==> config.mk <==
export PLATFORM = sky130hd
export DESIGN_NAME = mrp_slave
export DESIGN_NICKNAME = d
export VERILOG_FILES = /design/src/core/mrp_pkg.sv /design/src/core/mrp_slave.sv /design/src/core/mrp_crc16.sv
export VERILOG_INCLUDE_DIRS = /design/src /design/src/core
export SDC_FILE = /design/constraint.sdc
export NUM_CORES = 1
export LEC_CHECK = 0
export BUFFER_PORTS_ARGS = -buffer_cell sky130_fd_sc_hd__buf_2
export CAP_MARGIN = 25
export CELL_PAD_IN_SITES_DETAIL_PLACEMENT = 2
export CELL_PAD_IN_SITES_GLOBAL_PLACEMENT = 2
export CORE_AREA = 2 2 270 298
export CTS_CLUSTER_DIAMETER = 120
export DETAILED_ROUTE_END_ITERATION = 10
export DIE_AREA = 0 0 272 300
export GPL_ROUTABILITY_DRIVEN = 0
export GPL_TIMING_DRIVEN = 0
export PLACE_DENSITY_LB_ADDON = 0.1
export SYNTH_ARGS = -nofsm -noshare
export SYNTH_HDL_FRONTEND = slang
export SYNTH_SLANG_ARGS = --single-unit
==> constraint.sdc <==
create_clock -name i_core_clk -period 6.95 [get_ports i_core_clk]
set_clock_uncertainty 0.2 [all_clocks]
set_input_delay 0.695 -clock i_core_clk [delete_from_list [all_inputs] [get_ports i_core_clk]]
set_output_delay 0.695 -clock i_core_clk [all_outputs]
set_load 0.02 [all_outputs]
==> src/core/mrp_cfg.svh <==
// What this block does
// - Link defaults to 57000 class rate, 8N1
// - Always answer general call address 235
// - Register 0 status; first five registers live
// - Position is 32 bits over two registers
// - Lost sensor link reports status 770
// - Bad write value sets 1029; valid clears
// - Values are one or two 16-bit registers
// - Reads served by function code 3
// - Writes taken by function code hex 10
// - Coil 0x02 ON saves values to storage
// - Written values volatile until save command
// - Reply begins within 1 ms of request
// - New baud code waits for next power-up
// - Baud codes 0 to 4 select rates
`ifndef MRP_CFG_SVH
`define MRP_CFG_SVH
`define MRP_GENERAL_ADDR 8'hEB
`define MRP_FC_READ 8'h03
`define MRP_FC_COIL 8'h05
`define MRP_FC_WRITE 8'h10
`define MRP_FC_EXC_BIT 8'h80
`define MRP_EXC_NONE 8'h00
`define MRP_EXC_FUNC 8'h01
`define MRP_EXC_ADDR 8'h02
`define MRP_EXC_VALUE 8'h03
`define MRP_COIL_SAVE 16'h0002
`define MRP_COIL_ON 16'hFF00
`define MRP_COIL_OFF 16'h0000
`define MRP_ST_OK 16'h0000
`define MRP_ST_NOLINK 16'h0302
`define MRP_ST_BADVAL 16'h0405
`define MRP_REG_STATUS 16'h0000
`define MRP_REG_POS 16'h0001
`define MRP_REG_ANGLE 16'h0003
`define MRP_REG_LASTPOS 16'h0005
`define MRP_REG_NEWPOS 16'h0100
`define MRP_REG_OFFSET 16'h0102
`define MRP_REG_ADDR 16'h0104
`define MRP_REG_MODE 16'h0105
`define MRP_REG_TEMP 16'h0106
`define MRP_REG_BAUD 16'h0193
`define MRP_WORD_LO 16'h0001
`define MRP_QTY_NONE 16'h0000
`define MRP_QTY_SINGLE 16'h0001
`define MRP_QTY_DOUBLE 16'h0002
`define MRP_LIVE_REGS 16'h0005
`define MRP_ADDR_MIN 16'h0001
`define MRP_ADDR_MAX 16'h00FE
`define MRP_ADDR_BANNED 16'h0004
`define MRP_MODE_MAX 16'h0003
`define MRP_BAUD_MAX 16'h0004
`define MRP_BAUD_DEFAULT 16'h0003
`define MRP_RX_MAX 4'hD
`define MRP_RX_OVF 4'hE
`define MRP_LEN_MIN 4'h4
`define MRP_LEN_FIXED 4'h8
`define MRP_WR_OVERHEAD 16'h0009
`define MRP_RD_HDR 4'h3
`define MRP_ECHO_LEN 4'h6
`define MRP_EXC_LEN 4'h3
`define MRP_CRC_INIT 16'hFFFF
`define MRP_CRC_POLY 16'hA001
`define MRP_CRC_OK 16'h0000
`define MRP_REPLY_TIME_NS 1000000
`define MRP_CLK_PERIOD_NS 10
`endif

==> src/core/mrp_pkg.sv <==
package mrp_pkg;
  // Frame handler phases
  typedef enum logic [1:0] {MRP_IDLE, MRP_CHECK, MRP_REPLY} mrp_state_t;
  typedef logic [7:0] mrp_byte_t;
endpackage

==> src/core/mrp_slave.sv <==
`timescale 1ns/1ns
`include "mrp_cfg.svh"
// RTU slave frame handler for the position controller
module mrp_slave import mrp_pkg::*; #(
  parameter logic [31:0] MAX_COUNT = 32'hFFFFFFFF,
  parameter int REPLY_LIMIT_CYC = `MRP_REPLY_TIME_NS / `MRP_CLK_PERIOD_NS
) (
  input wire logic i_core_clk,
  input wire logic i_rst_b,
  input wire logic i_rx_valid,
  input wire mrp_byte_t i_rx_data,
  input wire logic i_rx_gap,
  input wire logic i_tx_ready,
  output logic o_tx_valid,
  output mrp_byte_t o_tx_data,
  input wire logic i_link_ok,
  input wire logic [31:0] i_raw_position,
  input wire logic [31:0] i_angle,
  input wire logic [31:0] i_last_position,
  input wire logic [15:0] i_temp,
  input wire logic [7:0] i_boot_addr,
  input wire logic [15:0] i_boot_mode,
  input wire logic [15:0] i_boot_baud,
  input wire logic [31:0] i_boot_offset,
  output logic [15:0] o_link_baud_code,
  output logic [15:0] o_mode,
  output logic o_save_pulse,
  output logic [7:0] o_nv_addr,
  output logic [15:0] o_nv_mode,
  output logic [15:0] o_nv_baud,
  output logic [31:0] o_nv_offset
);
  mrp_state_t state_reg, state_next; // Frame phase
  mrp_byte_t rx_buf_reg [0:12]; // Request bytes, kept for the echo
  mrp_byte_t rx_buf_next [0:12];
  logic [3:0] rx_cnt_reg, rx_cnt_next; // Bytes seen, saturates at overflow
  logic [3:0] tx_idx_reg, tx_idx_next; // Next reply byte to load
  logic [3:0] len_reg, len_next; // Reply length before CRC
  logic [7:0] exc_reg, exc_next; // Exception code, zero for normal reply
  logic tx_valid_reg, tx_valid_next;
  mrp_byte_t tx_data_reg, tx_data_next;
  logic boot_done_reg, boot_done_next; // Boot values taken
  logic badval_reg, badval_next; // Wrong value flag
  logic save_reg, save_next;
  logic [15:0] snap_stat_reg, snap_stat_next; // Snapshots so words never tear
  logic [31:0] snap_pos_reg, snap_pos_next;
  logic [31:0] snap_ang_reg, snap_ang_next;
  logic [31:0] newpos_reg, newpos_next; // Working, volatile values
  logic [31:0] offset_reg, offset_next;
  logic [7:0] addr_reg, addr_next;
  logic [15:0] mode_reg, mode_next;
  logic [15:0] baud_reg, baud_next;
  logic [15:0] link_baud_reg, link_baud_next;
  logic [7:0] nv_addr_reg, nv_addr_next; // Committed copies
  logic [15:0] nv_mode_reg, nv_mode_next;
  logic [15:0] nv_baud_reg, nv_baud_next;
  logic [31:0] nv_offset_reg, nv_offset_next;

  logic [15:0] rx_crc, tx_crc;
  logic rx_take, tx_load, tx_feed;
  logic [7:0] fc;
  logic [15:0] start, qty, vcnt, len16, status_word, rd_addr, rd_word;
  logic [31:0] wdata;
  logic hit, frame_ok, writable, range_ok;
  logic [3:0] idx_off;
  mrp_byte_t tx_byte;

  // Request fields; 32-bit write data has its high word first
  assign fc = rx_buf_reg[1];
  assign start = {rx_buf_reg[2], rx_buf_reg[3]};
  assign qty = {rx_buf_reg[4], rx_buf_reg[5]};
  assign len16 = {12'h000, rx_cnt_reg};
  assign wdata = (qty == `MRP_QTY_DOUBLE) ?
    {rx_buf_reg[7], rx_buf_reg[8], rx_buf_reg[9], rx_buf_reg[10]} :
    {16'h0000, rx_buf_reg[7], rx_buf_reg[8]};
  // Own address or the general call
  assign hit = (rx_buf_reg[0] == addr_reg) || (rx_buf_reg[0] == `MRP_GENERAL_ADDR);
  // Bad CRC, wrong address or broken length drops silently
  assign frame_ok = hit && (rx_crc == `MRP_CRC_OK) && (rx_cnt_reg >= `MRP_LEN_MIN) &&
    (rx_cnt_reg <= `MRP_RX_MAX);
  // Lost sensor link outranks a wrong value
  assign status_word = !i_link_ok ? `MRP_ST_NOLINK :
    (badval_reg ? `MRP_ST_BADVAL : `MRP_ST_OK);

  // Register count of the value starting at start
  always_comb begin
    unique case (start)
      `MRP_REG_STATUS, `MRP_REG_ADDR, `MRP_REG_MODE, `MRP_REG_TEMP,
      `MRP_REG_BAUD: vcnt = `MRP_QTY_SINGLE;
      `MRP_REG_POS, `MRP_REG_ANGLE, `MRP_REG_LASTPOS, `MRP_REG_NEWPOS,
      `MRP_REG_OFFSET: vcnt = `MRP_QTY_DOUBLE;
      default: vcnt = `MRP_QTY_NONE;
    endcase
  end

  // Write targets and their ranges; baud codes 0 to 4
  always_comb begin
    writable = 1'b1;
    range_ok = 1'b0;
    unique case (start)
      `MRP_REG_NEWPOS: range_ok = (wdata <= MAX_COUNT);
      `MRP_REG_ADDR: range_ok = (wdata[15:0] >= `MRP_ADDR_MIN) &&
        (wdata[15:0] <= `MRP_ADDR_MAX) && (wdata[15:0] != `MRP_ADDR_BANNED);
      `MRP_REG_MODE: range_ok = (wdata[15:0] <= `MRP_MODE_MAX);
      `MRP_REG_BAUD: range_ok = (wdata[15:0] <= `MRP_BAUD_MAX);
      default: writable = 1'b0;
    endcase
  end

  // Read map; the 32-bit values give high word at lower address
  assign idx_off = tx_idx_reg - `MRP_RD_HDR;
  assign rd_addr = start + {13'h0000, idx_off[3:1]};
  always_comb begin
    unique case (rd_addr)
      `MRP_REG_STATUS: rd_word = snap_stat_reg;
      `MRP_REG_POS: rd_word = snap_pos_reg[31:16];
      `MRP_REG_POS + `MRP_WORD_LO: rd_word = snap_pos_reg[15:0];
      `MRP_REG_ANGLE: rd_word = snap_ang_reg[31:16];
      `MRP_REG_ANGLE + `MRP_WORD_LO: rd_word = snap_ang_reg[15:0];
      `MRP_REG_LASTPOS: rd_word = i_last_position[31:16];
      `MRP_REG_LASTPOS + `MRP_WORD_LO: rd_word = i_last_position[15:0];
      `MRP_REG_NEWPOS: rd_word = newpos_reg[31:16];
      `MRP_REG_NEWPOS + `MRP_WORD_LO: rd_word = newpos_reg[15:0];
      `MRP_REG_OFFSET: rd_word = offset_reg[31:16];
      `MRP_REG_OFFSET + `MRP_WORD_LO: rd_word = offset_reg[15:0];
      `MRP_REG_ADDR: rd_word = {8'h00, addr_reg};
      `MRP_REG_MODE: rd_word = mode_reg;
      `MRP_REG_TEMP: rd_word = i_temp;
      `MRP_REG_BAUD: rd_word = baud_reg;
      default: rd_word = `MRP_ST_OK;
    endcase
  end

  // Reply byte mux: header, data or echo, then CRC low then high
  always_comb begin
    tx_byte = rx_buf_reg[0];
    if (tx_idx_reg == len_reg) begin
      tx_byte = tx_crc[7:0];
    end else if (tx_idx_reg > len_reg) begin
      tx_byte = tx_crc[15:8];
    end else if (tx_idx_reg == 4'h1) begin
      tx_byte = (exc_reg != `MRP_EXC_NONE) ? (fc | `MRP_FC_EXC_BIT) : fc;
    end else if (exc_reg != `MRP_EXC_NONE) begin
      tx_byte = exc_reg;
    end else if (fc == `MRP_FC_READ) begin
      if (tx_idx_reg == 4'h2) begin
        tx_byte = {qty[6:0], 1'b0};
      end else begin
        tx_byte = idx_off[0] ? rd_word[7:0] : rd_word[15:8];
      end
    end else if (tx_idx_reg != 4'h0) begin
      tx_byte = rx_buf_reg[tx_idx_reg];
    end
  end

  assign rx_take = (state_reg == MRP_IDLE) && boot_done_reg && i_rx_valid;
  assign tx_load = (state_reg == MRP_REPLY) && (!tx_valid_reg || i_tx_ready);
  assign tx_feed = tx_load && (tx_idx_reg < len_reg);

  // Next state of the whole handler
  always_comb begin
    state_next = state_reg;
    rx_buf_next = rx_buf_reg;
    rx_cnt_next = rx_cnt_reg;
    tx_idx_next = tx_idx_reg;
    len_next = len_reg;
    exc_next = exc_reg;
    tx_valid_next = tx_valid_reg;
    tx_data_next = tx_data_reg;
    boot_done_next = boot_done_reg;
    badval_next = badval_reg;
    save_next = 1'b0;
    snap_stat_next = snap_stat_reg;
    snap_pos_next = snap_pos_reg;
    snap_ang_next = snap_ang_reg;
    newpos_next = newpos_reg;
    offset_next = offset_reg;
    addr_next = addr_reg;
    mode_next = mode_reg;
    baud_next = baud_reg;
    link_baud_next = link_baud_reg;
    nv_addr_next = nv_addr_reg;
    nv_mode_next = nv_mode_reg;
    nv_baud_next = nv_baud_reg;
    nv_offset_next = nv_offset_reg;
    if (!boot_done_reg) begin
      // Stored values arrive once; the link rate is fixed from here on
      boot_done_next = 1'b1;
      addr_next = i_boot_addr;
      mode_next = i_boot_mode;
      offset_next = i_boot_offset;
      baud_next = (i_boot_baud <= `MRP_BAUD_MAX) ? i_boot_baud : `MRP_BAUD_DEFAULT;
      link_baud_next = (i_boot_baud <= `MRP_BAUD_MAX) ? i_boot_baud : `MRP_BAUD_DEFAULT;
      nv_addr_next = i_boot_addr;
      nv_mode_next = i_boot_mode;
      nv_baud_next = i_boot_baud;
      nv_offset_next = i_boot_offset;
    end
    unique case (state_reg)
      MRP_IDLE: begin
        if (rx_take) begin
          if (rx_cnt_reg < `MRP_RX_MAX) begin
            rx_buf_next[rx_cnt_reg] = i_rx_data;
          end
          if (rx_cnt_reg != `MRP_RX_OVF) begin
            rx_cnt_next = rx_cnt_reg + 4'h1;
          end
        end else if (i_rx_gap && boot_done_reg && (rx_cnt_reg != 4'h0)) begin
          state_next = MRP_CHECK;
        end
      end
      MRP_CHECK: begin
        // Live values frozen for this reply
        snap_stat_next = status_word;
        snap_pos_next = i_raw_position + offset_reg;
        snap_ang_next = i_angle;
        rx_cnt_next = 4'h0;
        tx_idx_next = 4'h0;
        exc_next = `MRP_EXC_NONE;
        len_next = `MRP_ECHO_LEN;
        state_next = frame_ok ? MRP_REPLY : MRP_IDLE;
        if (!frame_ok) begin
          // Dropped without reply
        end else if (fc == `MRP_FC_READ) begin
          // Reads: first five live registers, or one whole value
          if (rx_cnt_reg != `MRP_LEN_FIXED) begin
            exc_next = `MRP_EXC_VALUE;
          end else if (((start == `MRP_REG_STATUS) && (qty != `MRP_QTY_NONE) &&
                        (qty <= `MRP_LIVE_REGS)) ||
                       ((vcnt != `MRP_QTY_NONE) && (qty == vcnt))) begin
            len_next = `MRP_RD_HDR + {qty[2:0], 1'b0};
          end else begin
            exc_next = `MRP_EXC_ADDR;
          end
        end else if (fc == `MRP_FC_WRITE) begin
          // Whole-value writes, quantity one or two
          if ((len16 != `MRP_WR_OVERHEAD + (qty << 1)) ||
              (rx_buf_reg[6] != {qty[6:0], 1'b0})) begin
            exc_next = `MRP_EXC_VALUE;
          end else if (!writable || (qty != vcnt)) begin
            exc_next = `MRP_EXC_ADDR;
          end else if (!range_ok) begin
            badval_next = 1'b1;
          end else begin
            badval_next = 1'b0;
            unique case (start)
              `MRP_REG_NEWPOS: begin
                newpos_next = wdata;
                offset_next = wdata - i_raw_position;
              end
              `MRP_REG_ADDR: addr_next = wdata[7:0];
              `MRP_REG_MODE: mode_next = wdata[15:0];
              default: baud_next = wdata[15:0];
            endcase
          end
        end else if (fc == `MRP_FC_COIL) begin
          if (rx_cnt_reg != `MRP_LEN_FIXED) begin
            exc_next = `MRP_EXC_VALUE;
          end else if (start != `MRP_COIL_SAVE) begin
            exc_next = `MRP_EXC_ADDR;
          end else if (qty == `MRP_COIL_ON) begin
            // Commit working values
            save_next = 1'b1;
            nv_addr_next = addr_reg;
            nv_mode_next = mode_reg;
            nv_baud_next = baud_reg;
            nv_offset_next = offset_reg;
          end else if (qty != `MRP_COIL_OFF) begin
            exc_next = `MRP_EXC_VALUE;
          end
        end else begin
          exc_next = `MRP_EXC_FUNC;
        end
        if (frame_ok && (exc_next != `MRP_EXC_NONE)) begin
          len_next = `MRP_EXC_LEN;
        end
      end
      MRP_REPLY: begin
        // First byte loads the cycle after the check, far inside the limit
        if (tx_load) begin
          // Body bytes, then CRC low and CRC high; a frame is useless without both
          if (tx_idx_reg <= len_reg + 4'h1) begin
            tx_valid_next = 1'b1;
            tx_data_next = tx_byte;
            tx_idx_next = tx_idx_reg + 4'h1;
          end else begin
            tx_valid_next = 1'b0;
            state_next = MRP_IDLE;
          end
        end
      end
    endcase
  end

  // Registers; working values come from the boot inputs after release
  always_ff @(posedge i_core_clk or negedge i_rst_b) begin
    if (!i_rst_b) begin
      state_reg <= MRP_IDLE;
      for (int i = 0; i <= 12; i++) begin
        rx_buf_reg[i] <= 8'h00;
      end
      rx_cnt_reg <= 4'h0;
      tx_idx_reg <= 4'h0;
      len_reg <= 4'h0;
      exc_reg <= `MRP_EXC_NONE;
      tx_valid_reg <= 1'b0;
      tx_data_reg <= 8'h00;
      boot_done_reg <= 1'b0;
      badval_reg <= 1'b0;
      save_reg <= 1'b0;
      snap_stat_reg <= `MRP_ST_OK;
      snap_pos_reg <= 32'h00000000;
      snap_ang_reg <= 32'h00000000;
      newpos_reg <= 32'h00000000;
      offset_reg <= 32'h00000000;
      addr_reg <= 8'h00;
      mode_reg <= 16'h0000;
      baud_reg <= `MRP_BAUD_DEFAULT;
      link_baud_reg <= `MRP_BAUD_DEFAULT;
      nv_addr_reg <= 8'h00;
      nv_mode_reg <= 16'h0000;
      nv_baud_reg <= `MRP_BAUD_DEFAULT;
      nv_offset_reg <= 32'h00000000;
    end else begin
      state_reg <= state_next;
      rx_buf_reg <= rx_buf_next;
      rx_cnt_reg <= rx_cnt_next;
      tx_idx_reg <= tx_idx_next;
      len_reg <= len_next;
      exc_reg <= exc_next;
      tx_valid_reg <= tx_valid_next;
      tx_data_reg <= tx_data_next;
      boot_done_reg <= boot_done_next;
      badval_reg <= badval_next;
      save_reg <= save_next;
      snap_stat_reg <= snap_stat_next;
      snap_pos_reg <= snap_pos_next;
      snap_ang_reg <= snap_ang_next;
      newpos_reg <= newpos_next;
      offset_reg <= offset_next;
      addr_reg <= addr_next;
      mode_reg <= mode_next;
      baud_reg <= baud_next;
      link_baud_reg <= link_baud_next;
      nv_addr_reg <= nv_addr_next;
      nv_mode_reg <= nv_mode_next;
      nv_baud_reg <= nv_baud_next;
      nv_offset_reg <= nv_offset_next;
    end
  end

  // Request and reply checksums
  mrp_crc16 u_rx_crc (.i_core_clk(i_core_clk), .i_rst_b(i_rst_b),
    .i_clear(state_reg == MRP_CHECK), .i_valid(rx_take), .i_data(i_rx_data), .o_crc(rx_crc));
  mrp_crc16 u_tx_crc (.i_core_clk(i_core_clk), .i_rst_b(i_rst_b),
    .i_clear(state_reg == MRP_CHECK), .i_valid(tx_feed), .i_data(tx_byte), .o_crc(tx_crc));

  assign o_tx_valid = tx_valid_reg;
  assign o_tx_data = tx_data_reg;
  assign o_link_baud_code = link_baud_reg;
  assign o_mode = mode_reg;
  assign o_save_pulse = save_reg;
  assign o_nv_addr = nv_addr_reg;
  assign o_nv_mode = nv_mode_reg;
  assign o_nv_baud = nv_baud_reg;
  assign o_nv_offset = nv_offset_reg;

  // Helper: cycles from check to first reply byte
  int wait_cnt;
  always_ff @(posedge i_core_clk or negedge i_rst_b) begin
    if (!i_rst_b) begin
      wait_cnt <= 0;
    end else begin
      wait_cnt <= (state_reg == MRP_IDLE || tx_valid_reg) ? 0 : wait_cnt + 1;
    end
  end
endmodule

==> src/core/mrp_crc16.sv <==
`timescale 1ns/1ns
`include "mrp_cfg.svh"
// Byte-serial CRC-16 as used on RTU frames, reflected polynomial
module mrp_crc16 import mrp_pkg::*; (
  input wire logic i_core_clk,
  input wire logic i_rst_b,
  input wire logic i_clear,
  input wire logic i_valid,
  input wire mrp_byte_t i_data,
  output logic [15:0] o_crc
);
  logic [15:0] crc_reg; // Running remainder
  logic [15:0] crc_next;

  // One byte per clock, eight shift steps unrolled by the loop
  always_comb begin
    logic [15:0] c;
    c = crc_reg ^ {8'h00, i_data};
    for (int b = 0; b < 8; b++) begin
      c = c[0] ? ((c >> 1) ^ `MRP_CRC_POLY) : (c >> 1);
    end
    crc_next = crc_reg;
    if (i_clear) begin
      crc_next = `MRP_CRC_INIT;
    end else if (i_valid) begin
      crc_next = c;
    end
  end

  // Remainder register
  always_ff @(posedge i_core_clk or negedge i_rst_b) begin
    if (!i_rst_b) begin
      crc_reg <= `MRP_CRC_INIT;
    end else begin
      crc_reg <= crc_next;
    end
  end

  assign o_crc = crc_reg;
endmodule

* Word-level counts from Yosys, hierarchy flattened
Cells that the tools add are included.
Widths: inputs -> output; s select.
** Word-level totals
- Flip-flop bits (word level) :: 442
- Bits in latches :: 0
- Memory bits (writable) :: 0
- Memory bits (read-only) :: 0
- Input port bits :: 198
- Output and inout port bits :: 114
- Word-level logic and storage cells :: 340
- Memories kept :: 0
** Cells by class
- Add/sub/neg operators :: 9
- Multipliers :: 0
- Divide/modulo/power cells :: 0
- Order comparisons :: 16
- Equal/unequal tests :: 50
- Shift-type cells :: 0
- Multiplexer cells :: 155
- Bitwise operators :: 23
- Reductions and logical operators :: 49
** Operators by type and width (count)
- $mux 16 :: 57
- $mux 32 :: 19
- $mux 8 :: 35
- $pmux 16 s15 :: 1
- $eq 16x9->1 const B :: 14
- $bwmux 104 :: 1
- $eq 16x2->1 const B :: 4
- $eq 16x3->1 const B :: 4
- $le 16x3->1 const B :: 3
- $logic_not 16->1 :: 3
- $not 2->3 :: 16
- $mux 4 :: 9
- $add 32x32->32 :: 1
- $bmux 8 s4 :: 1
- $demux 8 s4 :: 1
- $eq 16x1->1 const B :: 2
- $le 32x32->1 const B :: 1
- $reduce_bool 16->1 :: 2
- $sub 32x32->32 :: 1
- $xor 16x8->16 :: 2
- $mux 2 :: 13
- $mux 11 :: 2
- $add 16x3->16 :: 1
- $add 4x16->16 const A :: 1
- other kinds (56) :: 108

* Longest topological paths before layout
Gate-level depths: netlist of the first run.
- Depth after elaboration :: 30
- Gate-level depth with buffers :: 26
- Depth with buffers taken out :: 20

* Modules after synthesis
From an unflattened synthesis of the first run, not the netlist that was laid out.
** Second synthesis, totals
- Cells, all modules :: 2601
- Area, all modules :: 25732.2 um2
** Modules (own cells, without submodules)
- mrp_slave :: times used 1, cells an instance 2428, area each 23940.5 um2, sequential area each 9766.9 um2
- mrp_crc16 at u_rx_crc :: times used 1, cells an instance 87, area each 897.1 um2, sequential area each 420.4 um2
- mrp_crc16 at u_tx_crc :: times used 1, cells an instance 86, area each 894.6 um2, sequential area each 420.4 um2

* Worst setup path before layout of the first run
Ideal clock, no wire load.
- Kind :: register -> register
- Start point :: reg tx_idx_reg[0]
- End point :: reg u_tx_crc.crc_reg[0] (netlist: u_tx_crc.o_crc[0])
- Library setup time :: 0.072 ns
- Arrival time :: 6.504 ns
- Data required time :: 6.678 ns
- Setup slack :: 0.174 ns
- Stages on the path, launching flop included :: 26
- Buffers on the path :: 7
- Clock period less this slack :: 6.776 ns
- Path through :: dfrtp_1 > buf_2 > buf_1 > buf_2 > clkbuf_1 > inv_1 > ha_1 > ha_1 > fa_1 > clkbuf_1 > nand2_1 > or4_1 > o22ai_1 > and2_1 > buf_2 > buf_4 > a221oi_1 > a31o_2 > a311o_1 > nor2_4 > nor4b_1 > mux2i_1 > nand3_1 > xnor3_2 > xnor3_1 > o21ai_1
** On the way
- Cells in the longest elaborated chain, start to end :: 23
- Elaborated cells on any way between the ends :: 56
- Those cells by class :: add/sub: 2; order compare: 2; eq/ne: 17; mux: 22; bitwise: 9; reduce/logical: 4
** Ends and longest elaborated chain
- from (decl) :: RTL line mrp_slave.sv:37 : logic [3:0] tx_idx_reg, tx_idx_next;
- from (signal assigned) :: RTL line mrp_slave.sv:328 : tx_idx_reg <= tx_idx_next;
- $sub 4x2->4 (no source line)
- $add 16x3->16 :: RTL line mrp_slave.sv:112 : assign rd_addr = start + {13'h0000, idx_off[3:1]};
- $eq 16x9->1 (tied with other cells) :: RTL line mrp_slave.sv:114 : unique case (rd_addr)
- $pmux 16 s15 :: RTL line mrp_slave.sv:114
- $mux 8 :: RTL line mrp_slave.sv:149 : tx_byte = idx_off[0] ? rd_word[7:0] : rd_word[15:8];
- $mux 8 :: RTL line mrp_slave.sv:146 : if (tx_idx_reg == 4'h2) begin
- $mux 8 :: RTL line mrp_slave.sv:145 : end else if (fc == `MRP_FC_READ) begin
- $mux 8 :: RTL line mrp_slave.sv:143 : end else if (exc_reg != `MRP_EXC_NONE) begin
- $mux 8 :: RTL line mrp_slave.sv:141 : end else if (tx_idx_reg == 4'h1) begin
- $mux 8 :: RTL line mrp_slave.sv:139 : end else if (tx_idx_reg > len_reg) begin
- $mux 8 :: RTL line mrp_slave.sv:137 : if (tx_idx_reg == len_reg) begin
- $xor 16x8->16 :: RTL line mrp_crc16.sv:18 : c = crc_reg ^ {8'h00, i_data};
- $mux 16 / $not 2->3 (equally long branches) (6 in a row)
- $not 2->3 (no source line) / $mux 16 (equally long branches)
- $mux 16 (2 in a row) :: RTL line mrp_crc16.sv:20 : c = c[0] ? ((c >> 1) ^ `MRP_CRC_POLY) : (c >> 1);
- $mux 16 :: RTL line mrp_crc16.sv:25 : end else if (i_valid) begin
- $mux 16 :: RTL line mrp_crc16.sv:23 : if (i_clear) begin
- to (signal assigned) :: RTL line mrp_crc16.sv:33 : crc_reg <= `MRP_CRC_INIT;
- to (signal assigned) :: RTL line mrp_crc16.sv:35 : crc_reg <= crc_next;
- to (decl) :: RTL line mrp_crc16.sv:12 : logic [15:0] crc_reg;
Several ways; a longest one is shown, not always the timed one. The select of a mux whose other input is x is not followed.
A chain may end at the register's enable or synchronous reset.

* Worst setup path in the final report of the first run
Same ends and word-level chain as after synthesis.

==> results.sh, run 1 <==
export IMPL_internal_power_mw=6.692
export IMPL_grt_first_pass_wirelength_um=189700
export IMPL_comb_power_share=0.458
export IMPL_worstSkewPairLatency_ns=0.63
export IMPL_groute_usage_overall=0.3169
export IMPL_cts_tree="built"
export IMPL_fin_area_mm2=0.03223
export IMPL_crit_path_start="tx_idx_reg[0]"
export IMPL_top_area_cell_type_share_of_the_netlist_area=0.3629
export IMPL_tns_ns=0
export IMPL_dominantRegCellSynth="dfrtp_1"
export IMPL_min_period_over_period=0.9790
export IMPL_drc_errors=0
export IMPL_routed_wl_um=131000
export IMPL_rsz0062_at_grt="yes"
export IMPL_cp_cell_sequence="buf_12, clkinvlp_4, ha_1, ha_2, fa_2, buf_4, a2111oi_2, o211ai_1, a2bb2oi_1, nor3_2, clkbuf_4, a221oi_1, a311oi_2, a2111oi_2, a211oi_2, buf_4, mux2i_4, xnor2_2, xnor2_2, xnor3_2, xnor3_1, o21ai_1"
export IMPL_cts_buffers=51
export IMPL_tritoncts_num_sinks=422
export IMPL_crit_path_max_fanout=22
export IMPL_power_leakage_nw=14.67
export IMPL_finalMaxSlewViolations=0
export IMPL_post_synth_cell_area_avg_um2=9.697
export IMPL_crit_path_max_incr_delay_ns=0.56
export IMPL_total_die_area_mm2=0.08160
export IMPL_worst_hold_slack_ns=0.09877
export IMPL_report_final_hold_viol_count=0
export IMPL_drt_pass_1_iters=5
export IMPL_layout_drive_gt1_share=0.2651
export IMPL_drv_cap=0
export IMPL_synth_edf_count=0
export IMPL_detailedPlacementHpwl_um=104300
export IMPL_initial_utilization=0.3373
export IMPL_routed_wire_length_per_instance_um=30.92
export IMPL_switching_share=0.4271
export IMPL_worst_slew_margin_rel=0.2608
export IMPL_power_frac_seq=0.295
export IMPL_initial_antenna_violation_count=11
export IMPL_max_slew_worst_pin_slew_ns=1.109
export IMPL_timing_final_crit_period_ns=6.804
export IMPL_clockPowerShare=0.247
export IMPL_synth_cell_type_count=111
export IMPL_r2r_start="tx_idx_reg[0]"
export IMPL_critPathArrivalTime_ns=7.16
export IMPL_setup_viol_count_final=0
export IMPL_flip_flop_count_of_the_largest_register_after_layout=80
export IMPL_flop_and_latch_count_out_of_synthesis=422
export IMPL_class_of_the_tightest_hold_or_removal_check="in2reg"
export IMPL_postLayoutSetupSlackWorst_ns=0.1459
export IMPL_worst_setup_path_type="reg2reg"
export IMPL_crit_path_top_delay_cell="a311oi_2"
export IMPL_leading_cell_type_in_the_layout_fill_and_taps_excluded="dfrtp_1"
export IMPL_post_route_util=0.4105
export IMPL_final_net_count=3441
export IMPL_leftover_overflow_at_the_end_of_global_routing=0
export IMPL_critPathRequiredTime_ns=7.31
export IMPL_ant_nets=0
export IMPL_stdcell_count=4238
export IMPL_worstSetupStartpointType="register"
export IMPL_place_worst_setup_slack_ns=-3.196
export IMPL_post_synth_inst_count=2731
export IMPL_mappedNetlistNets=3026
export IMPL_htree_num_levels=2
export IMPL_maxClockFrequency_mhz=147.0
export IMPL_power_per_cell_area_mw_per_mm2=362.4
export IMPL_peakVddDrop_v=0.0002817
export IMPL_clkSlewWorstSetupHoldPaths_ns=0.06
export IMPL_setup_crit_end_kind="register"
export IMPL_synth_area_top_cells="dfrtp_1 36%, mux2_2 8.1%, ha_1 4.4%"
export IMPL_die_h_um=300
export IMPL_numPortBuffers=311
export IMPL_rows=108
export IMPL_die_width_um=272
export IMPL_number_of_global_route_vias_before_repair=26900
export IMPL_synth_yosys_warnings=0
export IMPL_number_of_top_level_design_ports=312
export IMPL_route_detailed_vias_per_inst=5.906
export IMPL_fin_total_pwr_mw=11.68
export IMPL_floorplan_core_area_mm2=0.07851
export IMPL_grt_start_max_net_pins=120
export IMPL_initialDrtViolationCount=1714
export IMPL_synthArstFlopShare=1.000
export IMPL_syn_cell_area_mm2=0.02648
export IMPL_mostFrequentLayoutCells="382 x dfrtp_1, 331 x buf_2, 232 x nand2_1, 229 x a21oi_1, 190 x mux2_2"
export IMPL_clk_path_buf_depth=3
export IMPL_detailed_place_area_mm2=0.02971
export IMPL_area_growth_pct=21.72
export IMPL_status="finished clean"
export IMPL_hp_start="i_angle[7]"
export IMPL_synth_seq_area_share=0.4006
export IMPL_cell_taking_the_most_area_after_synthesis="dfrtp_1"
export IMPL_vias=25028
export IMPL_reported_net_switching_power_mw=4.989
export IMPL_ctsRootBufferMaster="clkbuf_16"
export IMPL_numPlacedInstances=4108
[cells by family after synthesis]
logic type | synth area share
AOI/OAI and AO/OA | 0.1713
xor gates and xnor gates | 0.03874
adders and majority gates | 0.04668
buffers and inverters | 0.03874
DFF | 0.4006
muxes | 0.1421
other | 0.0001416
and+or+nand+nor | 0.1618
[synth_stat cells (7+ instances only)]
| library cell | instances |
|---|---|
| dfrtp_1 | 384 |
| nand2_1 | 232 |
| a21oi_1 | 230 |
| mux2_2 | 190 |
| nor2_1 | 190 |
| clkbuf_1 | 125 |
| o21ai_0 | 103 |
| mux2i_1 | 101 |
| ha_1 | 94 |
| inv_1 | 94 |
| xnor2_1 | 78 |
| nand3_1 | 77 |
| nor2b_1 | 57 |
| and2_1 | 42 |
| nor3_1 | 42 |
| and3_1 | 41 |
| dfstp_2 | 38 |
| nor4_1 | 37 |
| a22oi_1 | 33 |
| a221oi_1 | 32 |
| o211ai_1 | 31 |
| a211oi_1 | 30 |
| a21o_1 | 27 |
| a31oi_1 | 27 |
| nand2b_1 | 27 |
| xor2_1 | 27 |
| mux4_2 | 22 |
| nand4_1 | 21 |
| buf_2 | 19 |
| or3_1 | 17 |
| o31ai_1 | 15 |
| o21a_1 | 11 |
| a21boi_0 | 10 |
| a22o_1 | 10 |
| buf_1 | 10 |
| o2111ai_1 | 10 |
| o22ai_1 | 9 |
| or4_1 | 8 |
| or2_2 | 7 |
[final cells by class]
class / instances / area, µm²
timing repair buffer: 370 / 2223
inverter: 95 / 360.3
clock buffer: 72 / 1435
clock inverter: 23 / 324.1
antenna: 5 / 12.51
tap: 1045 / 1308
multi-input combinational: 2052 / 15250
sequential: 422 / 10610
buffer: 154 / 713.2
fill: 8469 / 46280
[worst max-delay path, delay by kind of cell, from the launching register on]
kind / cells / cell delay (ns)
xor+xnor: 4 / 1.12
simple gates: 1 / 0.36
compound gates: 8 / 2.03
buf+inv: 5 / 1.14
mux: 1 / 0.30
flops: 1 / 0.46
fa+ha+maj: 3 / 1.06
[worst paths after layout]
check                      cells past startpoint                end  slack, ns
max                                           22  u_tx_crc.o_crc[0]       0.15
min                                            2    snap_ang_reg[7]        0.1
max reg2reg                                   22  u_tx_crc.o_crc[0]       0.15
min reg2reg                                    2       o_tx_data[5]       0.28
max in group asynchronous                      5  u_tx_crc.o_crc[0]       4.47
min in group asynchronous                      2    o_nv_offset[16]       0.38
[per-layer routing]
layer / track usage / wire length (µm) / up-vias
met4: 0.1692 / 7977 / 0
met3: 0.03458 / 5774 / 267
met2: 0.5476 / 65160 / 759
met5: 0 / 0 / -
met1: 0.3886 / 52140 / 13150
li1: - / - / 10852
[power by group through the flow]
stage          combinational, mW  sequential [mW]  clock [mW]
6_report                    5.35             3.45        2.88
5_1_grt                     5.65             3.48        3.03
4_1_cts                     5.06             3.43        2.94
3_5_place_dp                4.78             3.47           0
3_3_place_gp                4.58             3.45           0
2_1_floorplan               3.12             3.24           0
[timing repair]
item	in CTS	in global routing
gates resized for setup	91	22
cloned	1	0
setup buffers	13	20
setup endpoints to repair	30	7
hold buffers	1	0
endpoints found under the hold margin	62	0
pin swaps	10	18
Note: power is estimated with default switching activity, not from simulation.
==> run 2: changes to the inputs <==
--- a/config.mk
+++ b/config.mk
@@ -6,14 +6,15 @@
 export SDC_FILE = /design/constraint.sdc
 export NUM_CORES = 1
 export LEC_CHECK = 0
+export ABC_AREA = 1
 export BUFFER_PORTS_ARGS = -buffer_cell sky130_fd_sc_hd__buf_2
 export CAP_MARGIN = 25
-export CELL_PAD_IN_SITES_DETAIL_PLACEMENT = 2
-export CELL_PAD_IN_SITES_GLOBAL_PLACEMENT = 2
-export CORE_AREA = 2 2 270 298
+export CELL_PAD_IN_SITES_DETAIL_PLACEMENT = 1
+export CELL_PAD_IN_SITES_GLOBAL_PLACEMENT = 1
+export CORE_AREA = 2 2 315 348
 export CTS_CLUSTER_DIAMETER = 120
 export DETAILED_ROUTE_END_ITERATION = 10
-export DIE_AREA = 0 0 272 300
+export DIE_AREA = 0 0 317 350
 export GPL_ROUTABILITY_DRIVEN = 0
 export GPL_TIMING_DRIVEN = 0
 export PLACE_DENSITY_LB_ADDON = 0.1
==> run 2 against run 1 <==
Effect of this change:
- combinational power decreased by 21%
- first-iteration DRC count decreased by 0.76%
- routed wire length increased by 10%
- power decreased by 8.3%
- setup slack improved by 0.23 ns
==> results.sh, run 2 <==
export IMPL_top_layer="met4"
export IMPL_stdcell_count=5588
export IMPL_cell_taking_the_most_area_after_synthesis="dfrtp_1"
export IMPL_postLayoutSetupSlackWorst_ns=0.3710
export IMPL_synth_seq_area_share=0.3988
export IMPL_flip_flop_count_of_the_largest_register_after_layout=80
export IMPL_floorplan_core_area_mm2=0.1070
export IMPL_crit_path_max_fanout=11
export IMPL_groute_usage_overall=0.2571
export IMPL_synth_edf_count=0
export IMPL_critical_path_endpoint="u_tx_crc.o_crc[0]"
export IMPL_status="finished clean"
export IMPL_flop_and_latch_count_out_of_synthesis=422
export IMPL_grt_first_pass_wirelength_um=204500
export IMPL_ant_nets=0
export IMPL_rows=126
export IMPL_finalMaxSlewViolations=0
export IMPL_power_per_cell_area_mw_per_mm2=330.0
export IMPL_metal1_wirelength_um=62960
export IMPL_post_synth_inst_count=3727
export IMPL_mostFrequentLayoutCells="1,059 x nand2_1, 459 x inv_1, 381 x dfrtp_1, 357 x o21ai_0, 321 x buf_2"
export IMPL_leading_cell_type_in_the_layout_fill_and_taps_excluded="nand2_1"
export IMPL_post_synth_cell_area_avg_um2=7.138
export IMPL_crit_path_max_incr_delay_ns=0.53
export IMPL_leftover_overflow_at_the_end_of_global_routing=0
export IMPL_post_route_util=0.3032
export IMPL_route_detailed_vias_per_inst=4.874
export IMPL_r2r_start="tx_idx_reg[1]"
export IMPL_yosysMostFrequentCell="nand2_1"
export IMPL_hp_start="i_angle[8]"
export IMPL_tritoncts_num_sinks=422
export IMPL_critical_path_top_cell_by_count="nand2_1"
export IMPL_synth_yosys_warnings=0
export IMPL_numPlacedInstances=5472
export IMPL_routed_wl_um=144300
export IMPL_layout_filler_cells=13238
export IMPL_cts_buffers=55
export IMPL_die_width_um=317
export IMPL_number_of_global_route_vias_before_repair=28059
export IMPL_ctsRootBufferMaster="clkbuf_16"
export IMPL_report_final_hold_viol_count=0
export IMPL_critPathArrivalTime_ns=6.98
export IMPL_routed_wire_length_per_instance_um=25.82
export IMPL_class_of_the_tightest_hold_or_removal_check="in2reg"
export IMPL_setup_crit_end_kind="register"
export IMPL_rsz0062_at_grt="yes"
export IMPL_drt_pass_1_iters=6
export IMPL_mappedNetlistNets=4022
export IMPL_worstSetupStartpointType="register"
export IMPL_syn_cell_area_mm2=0.02660
export IMPL_synth_cell_type_count=62
export IMPL_dominantRegCellSynth="dfrtp_1"
export IMPL_timing_final_crit_period_ns=6.579
export IMPL_worst_slew_margin_rel=0.1929
export IMPL_layout_drive_gt1_share=0.1393
export IMPL_max_slew_worst_pin_slew_ns=1.195
export IMPL_htree_num_levels=2
export IMPL_vias=27235
export IMPL_drv_cap=0
export IMPL_grt_start_max_net_pins=104
export IMPL_detailed_place_area_mm2=0.03040
export IMPL_critPathRequiredTime_ns=7.35
export IMPL_worst_setup_path_type="reg2reg"
export IMPL_maxClockFrequency_mhz=152.0
export IMPL_clkSlewWorstSetupHoldPaths_ns=0.06
export IMPL_r2r_end="u_tx_crc.o_crc[0]"
export IMPL_die_h_um=350
export IMPL_wl_met3_um=5189
export IMPL_ff2ff_setup_slack_ns=0.37
export IMPL_initial_utilization=0.2485
export IMPL_area_growth_pct=22.02
export IMPL_min_period_over_period=0.9466
export IMPL_worstSkewPairLatency_ns=0.67
export IMPL_crit_path_top_delay_cell="dfrtp_1"
export IMPL_fin_area_mm2=0.03246
export IMPL_power_leakage_nw=16.27
export IMPL_synth_area_top_cells="dfrtp_1 36%, nand2_1 15%, o21ai_0 6.8%"
export IMPL_worst_r2r_path_depth=38
export IMPL_number_of_top_level_design_ports=312
export IMPL_detailedPlacementHpwl_um=117000
export IMPL_routed_wl_met2_um=70760
export IMPL_final_net_count=4430
export IMPL_tns_ns=0
export IMPL_synth_common_cells="1,059 x nand2_1, 460 x inv_1, 384 x dfrtp_1"
export IMPL_numPortBuffers=311
export IMPL_initial_antenna_violation_count=4
export IMPL_peakVddDrop_v=0.0001965
export IMPL_drc_errors=0
export IMPL_clk_path_buf_depth=3
export IMPL_synthArstFlopShare=1.000
export IMPL_initialDrtViolationCount=1701
export IMPL_total_die_area_mm2=0.1110
export IMPL_cts_tree="built"
export IMPL_place_worst_setup_slack_ns=-0.4335
export IMPL_crit_path_start="tx_idx_reg[1]"
export IMPL_top_area_cell_type_share_of_the_netlist_area=0.3612
export IMPL_setup_viol_count_final=0
-- run 2: final cells by class --
cell class	count	area [µm²]	share of cell area
Multi-Input combinational cell	2678	13590	0.4188
Sequential cell	422	10610	0.3269
Timing Repair Buffer	354	2195	0.06761
Inverter	474	1784	0.05497
Tap cell	1408	1762	0.05427
Clock buffer	80	1582	0.04872
Buffer	150	669.4	0.02062
Clock inverter	20	257.7	0.007941
Antenna cell	2	5.005	0.0001542
-- run 2: critical path, delay by kind of cell (launching register included) --
kind	cells	cell delay, ns
flip-flops	1	0.53
buffers and inverters	7	1.21
adder cells (fa/ha/maj)	3	1.17
AND/OR/NAND/NOR	28	3.36
-- run 2: cell families (layout without fill, tap and decap cells) --
kind of cell / after synthesis / in the layout / synth area share
other: 1 / 3 / 0.0001410
multiplexers: 9 / 9 / 0.003763
XOR/XNOR: 93 / 93 / 0.03062
AO/OA/AOI/OAI: 755 / 755 / 0.1563
AND/OR/NAND/NOR: 1723 / 1723 / 0.2719
buffers and inverters: 627 / 1078 / 0.09205
flip-flops: 422 / 422 / 0.3988
adder cells (fa/ha/maj): 97 / 97 / 0.04647
-- run 2: stage by stage --
| stage | hold slack (ns) | power, mW |
|---|---|---|
| floorplan | 0.1994 | 5.829 |
| global placement | 0.2463 | 7.597 |
| detailed placement | 0.2474 | 7.669 |
| CTS | 0.001565 | 10.76 |
| global route | 0.03651 | 11.33 |
| finish | 0.03215 | 10.71 |
-- run 2: worst min-delay path by stage --
stage	endpoint	slack, ns	cells past startpoint
finish	snap_ang_reg[8]	0.03	3
global route	snap_ang_reg[8]	0.04	3
floorplan	addr_reg[0]	0.20	0
detailed placement	o_link_baud_code[10]	0.25	2
CTS	snap_ang_reg[9]	0.002	3
global placement	o_link_baud_code[10]	0.25	2
-- run 2: layer usage --
layer / vias up / track usage
li1: 12967 / -
met5: - / 0
met2: 607 / 0.4469
met1: 13489 / 0.3304
met3: 172 / 0.02252
met4: 0 / 0.09232
-- run 2: what timing repair did --
action	4_1_cts	5_1_grt
resized for setup	9	17
pin swaps	1	2
setup buffers	1	3
hold buffers	12	0
endpoints found under the hold margin	40	0
endpoints found under the setup margin	8	9
-- run 2: power by group --
group          total, mW  leakage [nW]  switching [mW]  internal (mW)
sequential          3.49          5.36           0.575           2.92
combinational       4.21          10.0            2.95           1.26
clock               3.01         0.891            1.25           1.76
total               10.7          16.3            4.78           5.93
